===== src/csl_pkg.sv =====
/*
  Shared constants and types of the card save/load sequencer.
  Assumes a 100 MHz core clock; no other file redefines these values.
*/
package csl_pkg;
  // Core clock rate
  localparam int unsigned CLK_HZ = 100_000_000;
  // Blink prescaler step: a quarter of the one second error period
  localparam int unsigned BLINK_MS = 250;
  localparam int unsigned BLINK_CYC = CLK_HZ / 1000 * BLINK_MS;
  // Silence on the serial link that ends a save, or flags a fault
  localparam int unsigned TMO_MS = 100;
  localparam int unsigned TMO_CYC = CLK_HZ / 1000 * TMO_MS;
  // Serial link rate and bit time in cycles
  localparam int unsigned BAUD_RATE = 38400;
  localparam logic [15:0] BAUD_DIV = 16'(CLK_HZ / BAUD_RATE);
  localparam logic [15:0] BAUD_HALF = 16'(CLK_HZ / BAUD_RATE / 2);
  // Lamp toggles at power-up: five flashes
  localparam logic [3:0] PWR_TOGGLES = 4'hA;
  // Request bytes sent to the controller
  localparam logic [7:0] CMD_SAVE = 8'h53;
  localparam logic [7:0] CMD_LOAD = 8'h4C;
  // Register byte offsets
  localparam logic [4:0] ADR_CTRL = 5'h00;
  localparam logic [4:0] ADR_STATUS = 5'h04;
  localparam logic [4:0] ADR_IRQ_STAT = 5'h08;
  localparam logic [4:0] ADR_IRQ_MASK = 5'h0C;
  localparam logic [4:0] ADR_COUNT = 5'h10;
  // Control bits
  localparam int CTRL_SAVE = 0;
  localparam int CTRL_LOAD = 1;
  localparam int CTRL_CLR = 2;
  // Interrupt status bits
  localparam int IRQ_SDONE = 0;
  localparam int IRQ_LDONE = 1;
  localparam int IRQ_ERR = 2;
  localparam int IRQ_REF = 3;
  // Sequencer states
  typedef enum logic [8:0] {
    S_PWRUP = 9'h001, S_IDLE = 9'h002, S_SCMD = 9'h004,
    S_ERASE = 9'h008, S_SRX = 9'h010, S_LCMD = 9'h020,
    S_LRD = 9'h040, S_LTX = 9'h080, S_ERR = 9'h100
  } csl_state_e;
  // Error kinds
  typedef enum logic [1:0] {
    E_NONE = 2'h0, E_COMM = 2'h1, E_WRITE = 2'h2, E_NOCARD = 2'h3
  } csl_err_e;
endpackage


===== src/csl_top.sv =====
/*
  Card save/load sequencer: buttons, lamps, serial link to the motion
  controller, byte port to the card, Avalon-MM register slave.
  Assumes all inputs synchronous to core_clk and a card port that
  answers writes and reads with the handshake described at its ports.
*/
`timescale 1ns/100ps
// Notes on behaviour
// - Power-up: both lamps flash five times
// - Buttons ignored during power-up flashing
// - Save button copies controller to card
// - Save erases existing card data first
// - Save allowed while controller program runs
// - Load button copies card to controller
// - Empty card: load sends nothing
// - No load while controller program runs
// - Errors checked after a button press
// - Link fault: both lamps, one second
// - Write fault: save lamp, one second
// - Detect missing card on any request
// - Missing card: requested lamp, half second
// - Any button clears error to idle
// - All data goes over the serial port
// - Whole data set moves as one batch
// - Load takes ten percent longer
module csl_top #(
  parameter int unsigned TICK_CYC = csl_pkg::BLINK_CYC,
  parameter int unsigned TMO = csl_pkg::TMO_CYC
) (
  // Clock and reset
  input wire logic core_clk,
  input wire logic nrst,
  // Front panel
  input wire logic btn_save,
  input wire logic btn_load,
  output logic lamp_save,
  output logic lamp_load,
  // Controller serial port and run state
  output logic txd,
  input wire logic rxd,
  input wire logic prog_running,
  // Card byte port
  input wire logic card_present,
  input wire logic card_has_data,
  input wire logic card_busy,
  input wire logic card_fail,
  output logic card_erase,
  output logic card_wr,
  output logic [7:0] card_wdata,
  output logic card_rd,
  input wire logic card_rvalid,
  input wire logic [7:0] card_rdata,
  input wire logic card_rlast,
  // Register bus
  input wire logic [4:0] avs_address,
  input wire logic avs_read,
  input wire logic avs_write,
  input wire logic [3:0] avs_byteenable,
  input wire logic [31:0] avs_writedata,
  output logic [31:0] avs_readdata,
  output logic avs_waitrequest,
  output logic irq
);
  import csl_pkg::*;

  csl_state_e state; // Sequencer state
  csl_err_e err; // Error shown on lamps
  logic err_load; // Missing card was seen on a load
  logic [3:0] pw_cnt; // Power-up toggle count
  logic [1:0] ph; // Blink phase
  logic tick; // Quarter-second enable
  logic btn_save_q, btn_load_q; // Button history
  logic [2:0] sw_go; // Software start/clear pulses
  logic p_save, p_load, p_any; // Press events
  logic [31:0] tmr; // Link silence timer
  logic got; // Save received at least one byte
  logic last_q; // Byte in flight is the final one
  logic [15:0] xcnt; // Bytes moved in this transfer
  logic [3:0] ev; // Event pulses to interrupt status
  logic [3:0] irq_stat, irq_mask; // Interrupt registers
  logic ack; // Bus answer phase
  logic wr_en; // Register write strobe
  logic tx_start, tx_busy, tx_xstop; // Transmit handshake
  logic [7:0] tx_data; // Byte to controller
  logic rx_valid, rx_ferr; // Receive events
  logic [7:0] rx_data; // Byte from controller

  // Address match, shared by read and write decode
  function automatic logic hit(input logic [4:0] a, input logic [4:0] o);
    hit = (a == o);
  endfunction

  csl_tick #(.DIV(TICK_CYC)) u_tick (
    .core_clk(core_clk),
    .nrst(nrst),
    .tick(tick)
  );

  csl_uart u_uart (
    .core_clk(core_clk),
    .nrst(nrst),
    .tx_start(tx_start),
    .tx_data(tx_data),
    .tx_xstop(tx_xstop),
    .tx_busy(tx_busy),
    .txd(txd),
    .rxd(rxd),
    .rx_valid(rx_valid),
    .rx_data(rx_data),
    .rx_ferr(rx_ferr)
  );

  // Buttons and software writes both act as presses
  assign p_save = (btn_save & ~btn_save_q) | sw_go[CTRL_SAVE];
  assign p_load = (btn_load & ~btn_load_q) | sw_go[CTRL_LOAD];
  assign p_any = p_save | p_load | sw_go[CTRL_CLR];

  // Button edge history
  always_ff @(posedge core_clk or negedge nrst)
  begin
    if (!nrst)
    begin
      btn_save_q <= 1'b0;
      btn_load_q <= 1'b0;
    end
    else
    begin
      btn_save_q <= btn_save;
      btn_load_q <= btn_load;
    end
  end

  // Blink phase; bit 0 half-second period, bit 1 one second
  always_ff @(posedge core_clk or negedge nrst)
  begin
    if (!nrst)
      ph <= 2'h0;
    else if (tick)
      ph <= ph + 2'h1;
  end

  // Main sequence
  always_ff @(posedge core_clk or negedge nrst)
  begin
    if (!nrst)
    begin
      state <= S_PWRUP;
      err <= E_NONE;
      err_load <= 1'b0;
      pw_cnt <= 4'h0;
      tmr <= 32'h0;
      got <= 1'b0;
      last_q <= 1'b0;
      xcnt <= 16'h0;
      ev <= 4'h0;
      tx_start <= 1'b0;
      tx_data <= 8'h00;
      tx_xstop <= 1'b0;
      card_erase <= 1'b0;
      card_wr <= 1'b0;
      card_wdata <= 8'h00;
      card_rd <= 1'b0;
    end
    else
    begin
      // Strobes last one cycle
      ev <= 4'h0;
      tx_start <= 1'b0;
      card_erase <= 1'b0;
      card_wr <= 1'b0;
      card_rd <= 1'b0;
      case (state)
        S_PWRUP:
        begin
          // presses are not looked at here
          if (tick)
          begin
            pw_cnt <= pw_cnt + 4'h1;
            if (pw_cnt == PWR_TOGGLES - 4'h1)
              state <= S_IDLE;
          end
        end
        S_IDLE:
        begin
          got <= 1'b0;
          tmr <= 32'h0;
          if (p_save && !card_present)
          begin
            state <= S_ERR;
            err <= E_NOCARD;
            err_load <= 1'b0;
            ev[IRQ_ERR] <= 1'b1;
          end
          else if (p_save)
          begin
            state <= S_SCMD;
            tx_start <= 1'b1;
            tx_data <= CMD_SAVE;
            tx_xstop <= 1'b0;
            // Count restarts here so it stays readable after the save
            xcnt <= 16'h0;
          end
          else if (p_load && !card_present)
          begin
            state <= S_ERR;
            err <= E_NOCARD;
            err_load <= 1'b1;
            ev[IRQ_ERR] <= 1'b1;
          end
          else if (p_load && (prog_running || !card_has_data))
            ev[IRQ_REF] <= 1'b1;
          else if (p_load)
          begin
            state <= S_LCMD;
            tx_start <= 1'b1;
            tx_data <= CMD_LOAD;
            tx_xstop <= 1'b1;
            xcnt <= 16'h0;
          end
        end
        // Request byte leaving for the controller
        S_SCMD:
        begin
          if (!tx_start && !tx_busy)
          begin
            if (card_has_data)
            begin
              state <= S_ERASE;
              card_erase <= 1'b1;
            end
            else
              state <= S_SRX;
          end
        end
        // Waiting for erase to finish
        S_ERASE:
        begin
          if (card_fail)
          begin
            state <= S_ERR;
            err <= E_WRITE;
            ev[IRQ_ERR] <= 1'b1;
          end
          else if (!card_erase && !card_busy)
            state <= S_SRX;
        end
        // the whole batch streams in until silence
        S_SRX:
        begin
          if (rx_ferr || (tmr == 32'(TMO - 1) && !got))
          begin
            state <= S_ERR;
            err <= E_COMM;
            ev[IRQ_ERR] <= 1'b1;
          end
          else if (card_fail)
          begin
            state <= S_ERR;
            err <= E_WRITE;
            ev[IRQ_ERR] <= 1'b1;
          end
          else if (rx_valid)
          begin
            card_wr <= 1'b1;
            card_wdata <= rx_data;
            xcnt <= xcnt + 16'h1;
            got <= 1'b1;
            tmr <= 32'h0;
          end
          else if (tmr == 32'(TMO - 1))
          begin
            state <= S_IDLE;
            ev[IRQ_SDONE] <= 1'b1;
          end
          else
            tmr <= tmr + 32'h1;
        end
        // Request byte out, fetch first card byte
        S_LCMD:
        begin
          if (!tx_start && !tx_busy)
          begin
            state <= S_LRD;
            card_rd <= 1'b1;
          end
        end
        // Card byte arrives and is sent on
        S_LRD:
        begin
          if (card_rvalid)
          begin
            state <= S_LTX;
            tx_start <= 1'b1;
            tx_data <= card_rdata;
            last_q <= card_rlast;
            xcnt <= xcnt + 16'h1;
          end
        end
        // eleven-bit frames make load a tenth slower
        S_LTX:
        begin
          if (!tx_start && !tx_busy)
          begin
            if (last_q)
            begin
              state <= S_IDLE;
              ev[IRQ_LDONE] <= 1'b1;
            end
            else
            begin
              state <= S_LRD;
              card_rd <= 1'b1;
            end
          end
        end
        S_ERR:
        begin
          if (p_any)
          begin
            state <= S_IDLE;
            err <= E_NONE;
          end
        end
        default:
          state <= S_IDLE;
      endcase
    end
  end

  // Lamp drive
  always_ff @(posedge core_clk or negedge nrst)
  begin
    if (!nrst)
    begin
      lamp_save <= 1'b0;
      lamp_load <= 1'b0;
    end
    else
    begin
      lamp_save <= 1'b0;
      lamp_load <= 1'b0;
      if (state == S_PWRUP)
      begin
        lamp_save <= !pw_cnt[0];
        lamp_load <= !pw_cnt[0];
      end
      else if (state == S_SCMD || state == S_ERASE || state == S_SRX)
        lamp_save <= ph[0];
      else if (state == S_LCMD || state == S_LRD || state == S_LTX)
        lamp_load <= ph[0];
      else if (state == S_ERR)
      begin
        lamp_save <= (err == E_COMM || err == E_WRITE) ? ph[1] :
                     (err == E_NOCARD && !err_load) ? ph[0] : 1'b0;
        lamp_load <= (err == E_COMM) ? ph[1] :
                     (err == E_NOCARD && err_load) ? ph[0] : 1'b0;
      end
    end
  end

  // Bus: one wait cycle, then the answer
  assign avs_waitrequest = (avs_read | avs_write) & ~ack;
  assign wr_en = avs_write & ack & avs_byteenable[0];

  // Answer phase tracker
  always_ff @(posedge core_clk or negedge nrst)
  begin
    if (!nrst)
      ack <= 1'b0;
    else
      ack <= (avs_read | avs_write) & ~ack;
  end

  // Read data, captured in the wait cycle; unmapped reads give zero
  always_ff @(posedge core_clk or negedge nrst)
  begin
    if (!nrst)
      avs_readdata <= 32'h0;
    else if (avs_read && !ack)
    begin
      avs_readdata <= 32'h0;
      if (hit(avs_address, ADR_STATUS))
        avs_readdata <= {19'h0, prog_running, card_present, err, state};
      else if (hit(avs_address, ADR_IRQ_STAT))
        avs_readdata <= {28'h0, irq_stat};
      else if (hit(avs_address, ADR_IRQ_MASK))
        avs_readdata <= {28'h0, irq_mask};
      else if (hit(avs_address, ADR_COUNT))
        avs_readdata <= {16'h0, xcnt};
    end
  end

  // Control pulses, mask, sticky status; a new event beats its clear
  always_ff @(posedge core_clk or negedge nrst)
  begin
    if (!nrst)
    begin
      sw_go <= 3'h0;
      irq_mask <= 4'h0;
      irq_stat <= 4'h0;
    end
    else
    begin
      sw_go <= (wr_en && hit(avs_address, ADR_CTRL)) ?
               avs_writedata[2:0] : 3'h0;
      if (wr_en && hit(avs_address, ADR_IRQ_MASK))
        irq_mask <= avs_writedata[3:0];
      if (wr_en && hit(avs_address, ADR_IRQ_STAT))
        irq_stat <= (irq_stat & ~avs_writedata[3:0]) | ev;
      else
        irq_stat <= irq_stat | ev;
    end
  end

  assign irq = |(irq_stat & irq_mask);
endmodule


===== src/csl_tick.sv =====
/*
  Blink prescaler: one-cycle enable pulse every DIV core clocks.
  Assumes a single free-running core clock.
*/
`timescale 1ns/100ps
module csl_tick #(
  parameter int unsigned DIV = csl_pkg::BLINK_CYC
) (
  // Clock and reset
  input wire logic core_clk,
  input wire logic nrst,
  // Enable pulse
  output logic tick
);
  import csl_pkg::*;

  // Prescaler count
  logic [31:0] cnt;

  // Free-running divider
  always_ff @(posedge core_clk or negedge nrst)
  begin
    if (!nrst)
    begin
      cnt <= 32'h0;
      tick <= 1'b0;
    end
    else if (cnt == 32'(DIV - 1))
    begin
      cnt <= 32'h0;
      tick <= 1'b1;
    end
    else
    begin
      cnt <= cnt + 32'h1;
      tick <= 1'b0;
    end
  end
endmodule


===== src/csl_uart.sv =====
/*
  Byte serial port, 8N1, LSB first, one optional extra stop bit.
  Assumes rxd is already synchronous to core_clk.
*/
`timescale 1ns/100ps
module csl_uart (
  // Clock and reset
  input wire logic core_clk,
  input wire logic nrst,
  // Transmit side
  input wire logic tx_start,
  input wire logic [7:0] tx_data,
  input wire logic tx_xstop,
  output logic tx_busy,
  output logic txd,
  // Receive side
  input wire logic rxd,
  output logic rx_valid,
  output logic [7:0] rx_data,
  output logic rx_ferr
);
  import csl_pkg::*;

  logic [10:0] tsh; // Frame shifter, idles all ones
  logic [3:0] tbits; // Bits left in frame
  logic [15:0] tcnt; // Bit timer
  logic rbusy; // Receiving a frame
  logic [3:0] rbits; // Bit index in frame
  logic [15:0] rcnt; // Bit timer

  assign txd = tsh[0];

  // Transmitter; the extra stop bit stretches a frame by a tenth
  always_ff @(posedge core_clk or negedge nrst)
  begin
    if (!nrst)
    begin
      tsh <= 11'h7FF;
      tbits <= 4'h0;
      tcnt <= 16'h0;
      tx_busy <= 1'b0;
    end
    else if (!tx_busy)
    begin
      if (tx_start)
      begin
        tsh <= {2'b11, tx_data, 1'b0};
        tbits <= tx_xstop ? 4'hB : 4'hA;
        tcnt <= 16'h0;
        tx_busy <= 1'b1;
      end
    end
    else if (tcnt == BAUD_DIV - 16'h1)
    begin
      tcnt <= 16'h0;
      tsh <= {1'b1, tsh[10:1]};
      tbits <= tbits - 4'h1;
      tx_busy <= (tbits != 4'h1);
    end
    else
      tcnt <= tcnt + 16'h1;
  end

  // Receiver; sampling starts mid-bit after the start edge
  always_ff @(posedge core_clk or negedge nrst)
  begin
    if (!nrst)
    begin
      rbusy <= 1'b0;
      rbits <= 4'h0;
      rcnt <= 16'h0;
      rx_data <= 8'h00;
      rx_valid <= 1'b0;
      rx_ferr <= 1'b0;
    end
    else
    begin
      rx_valid <= 1'b0;
      rx_ferr <= 1'b0;
      if (!rbusy)
      begin
        if (!rxd)
        begin
          rbusy <= 1'b1;
          rbits <= 4'h0;
          rcnt <= BAUD_HALF;
        end
      end
      else if (rcnt == BAUD_DIV - 16'h1)
      begin
        rcnt <= 16'h0;
        rbits <= rbits + 4'h1;
        // Glitch on start bit: drop it quietly
        if (rbits == 4'h0)
          rbusy <= !rxd;
        else if (rbits == 4'h9)
        begin
          rbusy <= 1'b0;
          rx_valid <= rxd;
          rx_ferr <= !rxd;
        end
        else
          rx_data <= {rxd, rx_data[7:1]};
      end
      else
        rcnt <= rcnt + 16'h1;
    end
  end
endmodule


===== config.mk =====
export PLATFORM = sky130hd
export DESIGN_NAME = csl_top
export DESIGN_NICKNAME = d
export VERILOG_FILES = /design/src/csl_pkg.sv /design/src/csl_top.sv /design/src/csl_tick.sv /design/src/csl_uart.sv
export SDC_FILE = /design/constraint.sdc
export NUM_CORES = 1
export LEC_CHECK = 0
export BUFFER_PORTS_ARGS = -buffer_cell sky130_fd_sc_hd__buf_2
export CAP_MARGIN = 20
export CORE_ASPECT_RATIO = 1.75
export CORE_MARGIN = 4
export CORE_UTILIZATION = 50
export DETAILED_ROUTE_END_ITERATION = 7
export GPL_TIMING_DRIVEN = 0
export HOLD_SLACK_MARGIN = 0.15
export PLACE_DENSITY = 0.65
export SLEW_MARGIN = 20
export SYNTH_ARGS = -nofsm -noshare
export SYNTH_HDL_FRONTEND = slang
export SYNTH_SLANG_ARGS = --single-unit

===== constraint.sdc =====
create_clock -name core_clk -period 5.63 [get_ports core_clk]
set_input_delay 0.2815 -clock core_clk [delete_from_list [all_inputs] [get_ports core_clk]]
set_output_delay 0.2815 -clock core_clk [all_outputs]
set_load 0.01 [all_outputs]

==> Yosys cells after proc, flatten, opt, wreduce, memory -nomap -nowiden <==
Index checks and enable logic that the tools add are counted.
{ "classes": {"add_sub_neg": 9, "eq_ne": 51, "mux": 149, "bitwise_logic": 23, "n_reduce_logical": 54} }
{ "ops": {"columns": ["operator", "count"], "rows": [
  ["$mux 16", 19],
  ["$mux 9", 18],
  ["$mux 32", 5],
  ["$pmux 9 s9", 1],
  ["$mux 1", 72],
  ["$add 32x1->32 const B", 2],
  ["$pmux 32 s2", 1],
  ["$add 16x1->16 const B", 3],
  ["$mux 8", 6],
  ["$pmux 16 s3", 1],
  ["$mux 11", 3],
  ["$eq 16x12->1 const B", 2],
  ["$eq 32x24->1 const B", 1],
  ["$eq 32x25->1 const B", 1],
  ["$mux 4", 7],
  ["$ne 2x2->1 const B", 13],
  ["$reduce_and 4->1", 5],
  ["$ne 3x3->1 const B", 6],
  ["$pmux 8 s2", 1],
  ["$mux 2", 7],
  ["$logic_and 1x1->1", 12],
  ["$reduce_and 12->1", 1],
  ["$logic_not 1->1", 11],
  ["$eq 5x4->1 const B", 2],
  ["46 further kinds", 86]
]} }
{ "word_totals": {"ff_bits": 237, "inputBits": 63, "word_cells": 324} }

==> Depth between registers and ports, before layout <==
{ "logic_depth": {"ltp_word": 9, "mapped_depth": 9, "depth_no_buf": 8} }

==> Modules after synthesis <==
Synthesis repeated with hierarchy kept, for this count alone.
{ "unflattened": {"cells_unflattened": 1210, "hier_area_um2": 11950.2} }
{ "modules_own_cells": {"columns": ["module", "n_inst", "cells_per_inst", "area_each_um2", "seq_area_each_um2"], "rows": [
  ["csl_top", 1, 690, 6755.2, 3129.3],
  ["csl_uart", 1, 352, 3504.6, 1537.7],
  ["csl_tick", 1, 168, 1690.4, 825.8]
]} }

==> Worst setup path after synthesis <==
OpenSTA, ideal clock, no wires.
{ "synth_timing": {"path_kind": "flip-flop to flip-flop", "start": "register state[2]", "end": "register xcnt[14]", "setup_ps": 132, "t_arrival_ps": 2162, "t_required_ps": 5498, "slack_ps": 3336, "stages_incl_launch_ff": 9, "n_path_buf": 2, "cell_sequence": "dfrtp_1 > clkbuf_1 > nor4_1 > nand3_1 > o32ai_4 > buf_4 > nor4_1 > xnor2_1 > nor2_1"} }
{ "synth_via": {"elab_chain_len": 3, "word_cells_on_any_way": 14} }
{ "synth_lines": {"columns": ["item", "line", "text"], "rows": [
  ["from (decl)", "csl_top.sv:66", "csl_state_e state;"],
  ["from (signal assigned)", "csl_top.sv:147", "state <= S_PWRUP;"],
  ["from (signal assigned)", "csl_top.sv:180", "state <= S_IDLE;"],
  ["from (signal assigned)", "csl_top.sv:189", "state <= S_ERR;"],
  ["$eq 9x2->1 (tied with other cells)", "csl_top.sv:172", "case (state)"],
  ["$ne 3x3->1 (no source line) (tied with other cells)", null, null],
  ["$reduce_and 9->1 (no source line)", null, null],
  ["to (signal assigned)", "csl_top.sv:266", "xcnt <= xcnt + 16'h1;"],
  ["to (signal assigned)", "csl_top.sv:296", "xcnt <= xcnt + 16'h1;"],
  ["to (decl)", "csl_top.sv:78", "logic [15:0] xcnt;"]
]} }
Several ways; a longest one is shown, not always the timed one.
A chain may end at the register's enable or synchronous reset.

==> Worst setup path in the final report <==
{ "layout_timing": {"start": "register tmr[22]", "end": "register state[5]"} }
{ "layout_via": {"elab_chain_len": 5, "word_cells_on_any_way": 8} }
{ "layout_lines": {"columns": ["item", "line", "text"], "rows": [
  ["from (decl)", "csl_top.sv:75", "logic [31:0] tmr;"],
  ["from (signal assigned)", "csl_top.sv:276", "tmr <= tmr + 32'h1;"],
  ["$eq 32x24->1 (*)", "csl_top.sv:250, csl_top.sv:270", null],
  ["$logic_and 1x1->1", "csl_top.sv:250", "if (rx_ferr || (tmr == 32'(TMO - 1) && !got))"],
  ["$logic_or 1x1->1", "csl_top.sv:250", null],
  ["$ne 4x4->1 (no source line) or $mux 9 (tied branches)", null, null],
  ["$reduce_and 12->1 (no source line) or $pmux 9 s9 (tied branches)", null, null],
  ["to (signal assigned)", "csl_top.sv:245", "state <= S_SRX;"],
  ["to (signal assigned)", "csl_top.sv:252", "state <= S_ERR;"],
  ["to (signal assigned)", "csl_top.sv:258", "state <= S_ERR;"]
]} }
Every way passes the cells marked *; elsewhere a longest branch is shown, timed or not.

==> metrics.txt <==
status finished clean; power per cell area 338 nW/um^2; cell count after placement 1564; share of cells above drive strength 1 14.4%; Hold EP sw_go[1]; RR Endpoint state[5]; worst hold path type in2reg; Initial DRC Count 566; global-route wire length before repair 47.5 mm; CP Capture Type register; Worst-Skew Late Latency 510 ps; CP max FO 9; drt total wl 28.6 mm; Syn Inst Count 1188; Synth cell types 73; gr usage total 22.7%; GR met3 Demand/Resource 2.73%; DRC 0; YS warnings 0; placed cell area 12200 sq um; # fillers 1986; worst endpoint required time 6020 ps; # resized after CTS 0; RSZ-0062 raised after global routing false; Setup WS pre-CTS 2560 ps; predominant post-synthesis flop cell dfrtp_1; Max Cap Viol 0; antenna-violating nets left 0; Final Slew Violations 0; grt met1 use 25.6%; CTS Buf Count 22; post-CTS setup buffers 0; Mapped Avg Cell Area 9.59 sq um; hold_sp avs_address[4]; multi-input gate area in the final layout 5510 sq um; Post-synth EDFFs 0; Vias 9301; Netlist Area Pre-Place 11400 sq um; r2r startpoint tmr[22]; leakage 0.00587 uW; sequential cell area 5490 sq um; CTS tree done; post-DR wirelength/cell 17.6 um; Die X 122 um; nets@finish 1392; CP startpoint kind register; initial antenna violation count 0; hold depth 3; critical path class reg2reg; Die Span Y 208 um; # diodes 0; vias in the first global route 9613; most common cell after layout, fill and taps aside dfrtp_1; clock skew 12.7 ps; Max Fclk 314 MHz; commonest cells after routing, fill and taps aside 209 x dfrtp_1, 118 x nor2_1, 117 x nand2_1; endpoints failing setup 0; minimum clock period 3190 ps; ys async rst share 100%; fin worst setup slack 2440 ps; root buffer cell clkbuf_16; Least-Margin Pin Slew 1190 ps; slew margin rel. 19.8%; largest net degree at the start of global routing 95; Final GP Congestion 0.893; fin crit share 56.6%; reg-to-reg slack, setup 2440 ps; Vias per Instance 5.72; I/O pin cnt 111; Rows 72; Bufs on Longest Clock Path 3; final core occ 59.1%; post-route cell area 13200 sq um; Die ar. 25400 sq um; post-synthesis sequential area ratio 48.2%; GR Overflow Total 0; GRT busiest layer met2; M2 GR Usage 42.0%; Max stage delay on crit path 1150 ps; #FFs+latches synth 219; Worst IR Drop VDD 0.267 mV; CTS sink cnt 219; final hold viol count 0; Final HPWL DP 21.0 mm; DRT Pass-1 Iters 5; critical path's slowest cell o41ai_1; Arr. time, crit path 3580 ps; clk slew on worst S/H paths 60 ps; Layout Area Growth over Synthesis 15.5%; Fin Setup TNS 0 ps; R2R cell count 6; Non-Filler Instances 1625; IO buf count 63; Core Area 22300 sq um; Initial Util 51.2%; H-tree Lvls 1; CP Cell Sequence buf_2 -> nor4b_1 -> nand3_1 -> o41ai_1 -> nand2_1 -> mux2_2
[cell usage after synthesis (all sizes together) (30+ instances only)]
cell type | count | share of area (%)
clkbuf | 37 | 1.2
dfrtp | 209 | 46
nand2 | 117 | 3.9
nor2 | 118 | 3.9
and3 | 32 | 1.8
xnor2 | 49 | 3.8
nand3 | 63 | 2.8
o21ai | 89 | 3.9
nor4 | 34 | 2.7
a21oi | 45 | 2.0
buf | 30 | 1.7
[kinds of logic after synthesis]
| kind of cell | after synthesis | synth area share, % |
|---|---|---|
| adders and majority gates | 14 | 1.54 |
| DFF | 219 | 48.2 |
| AOI/OAI and AO/OA | 239 | 13.2 |
| and+or+nand+nor | 517 | 24.6 |
| muxes | 33 | 3.15 |
| other | 1 | 0.0329 |
| xor gates and xnor gates | 70 | 5.38 |
| buffers and inverters | 95 | 3.89 |
[per-stage QoR]
stage | hold slack [ps] | power [uW]
finish | 165 | 4450
global route | 166 | 4700
CTS | 151 | 4490
detailed placement | 224 | 2980
global placement | 407 | 2950
floorplan | -14.1 | 2620
[report_power, final]
part	switching [uW]	internal, uW	leakage (uW)	total (uW)
clock	610	874	0.000366	1480
sequential	153	1760	0.00287	1910
combinational	696	365	0.00263	1060
total	1460	2990	0.00587	4450
[what timing repair did]
action	4_1_cts	5_1_grt
endpoints found under the hold margin	154	0
endpoints found under the setup margin	0	0
hold buffers	23	0
[layout make-up]
type,count,area share [%]
clock buffer,27,4.72
clock inverter,11,0.846
inverter,28,0.799
tap,296,2.81
sequential,219,41.7
multi-input combinational,889,41.9
buffer,67,2.57
timing repair buffer,88,4.64
[critical path, delay by kind of cell (launching register included)]
family,cells,cell delay [ps]
AO/OA/AOI/OAI,1,1150
buffers and inverters,1,160
AND/OR/NAND/NOR,3,1050
multiplexers,1,360
flip-flops,1,350
[flip-flops by register name, indices dropped and copies added, names as in the netlist, 8 cells and up]
| signal | flops |
|---|---|
| avs_readdata | 16 |
| card_wdata | 8 |
| state | 9 |
| tmr | 32 |
| tx_data | 8 |
| u_tick.cnt | 32 |
| u_uart.rcnt | 16 |
| u_uart.rx_data | 8 |
| u_uart.tcnt | 16 |
| u_uart.tsh | 9 |
| xcnt | 16 |
[worst max-delay path by stage]
stage / start / to / slack (ps)
4_1_cts: tmr[22] / state[5] / 2540
6_report: tmr[22] / state[5] / 2440
3_3_place_gp: nrst / u_uart.rcnt[2] / 440
3_5_place_dp: tmr[22] / state[5] / 2560
2_1_floorplan: state[2] / xcnt[14] / 3340
5_1_grt: tmr[22] / state[5] / 2320
[layer usage]
metal / vias to the layer above / share of wire (%)
met3: 84 / 3.5
li1: 4505 / -
met4: 0 / 4.3
met1: 4510 / 38
met5: - / 0
met2: 202 / 54
Power figures use the tool's default switching activity.
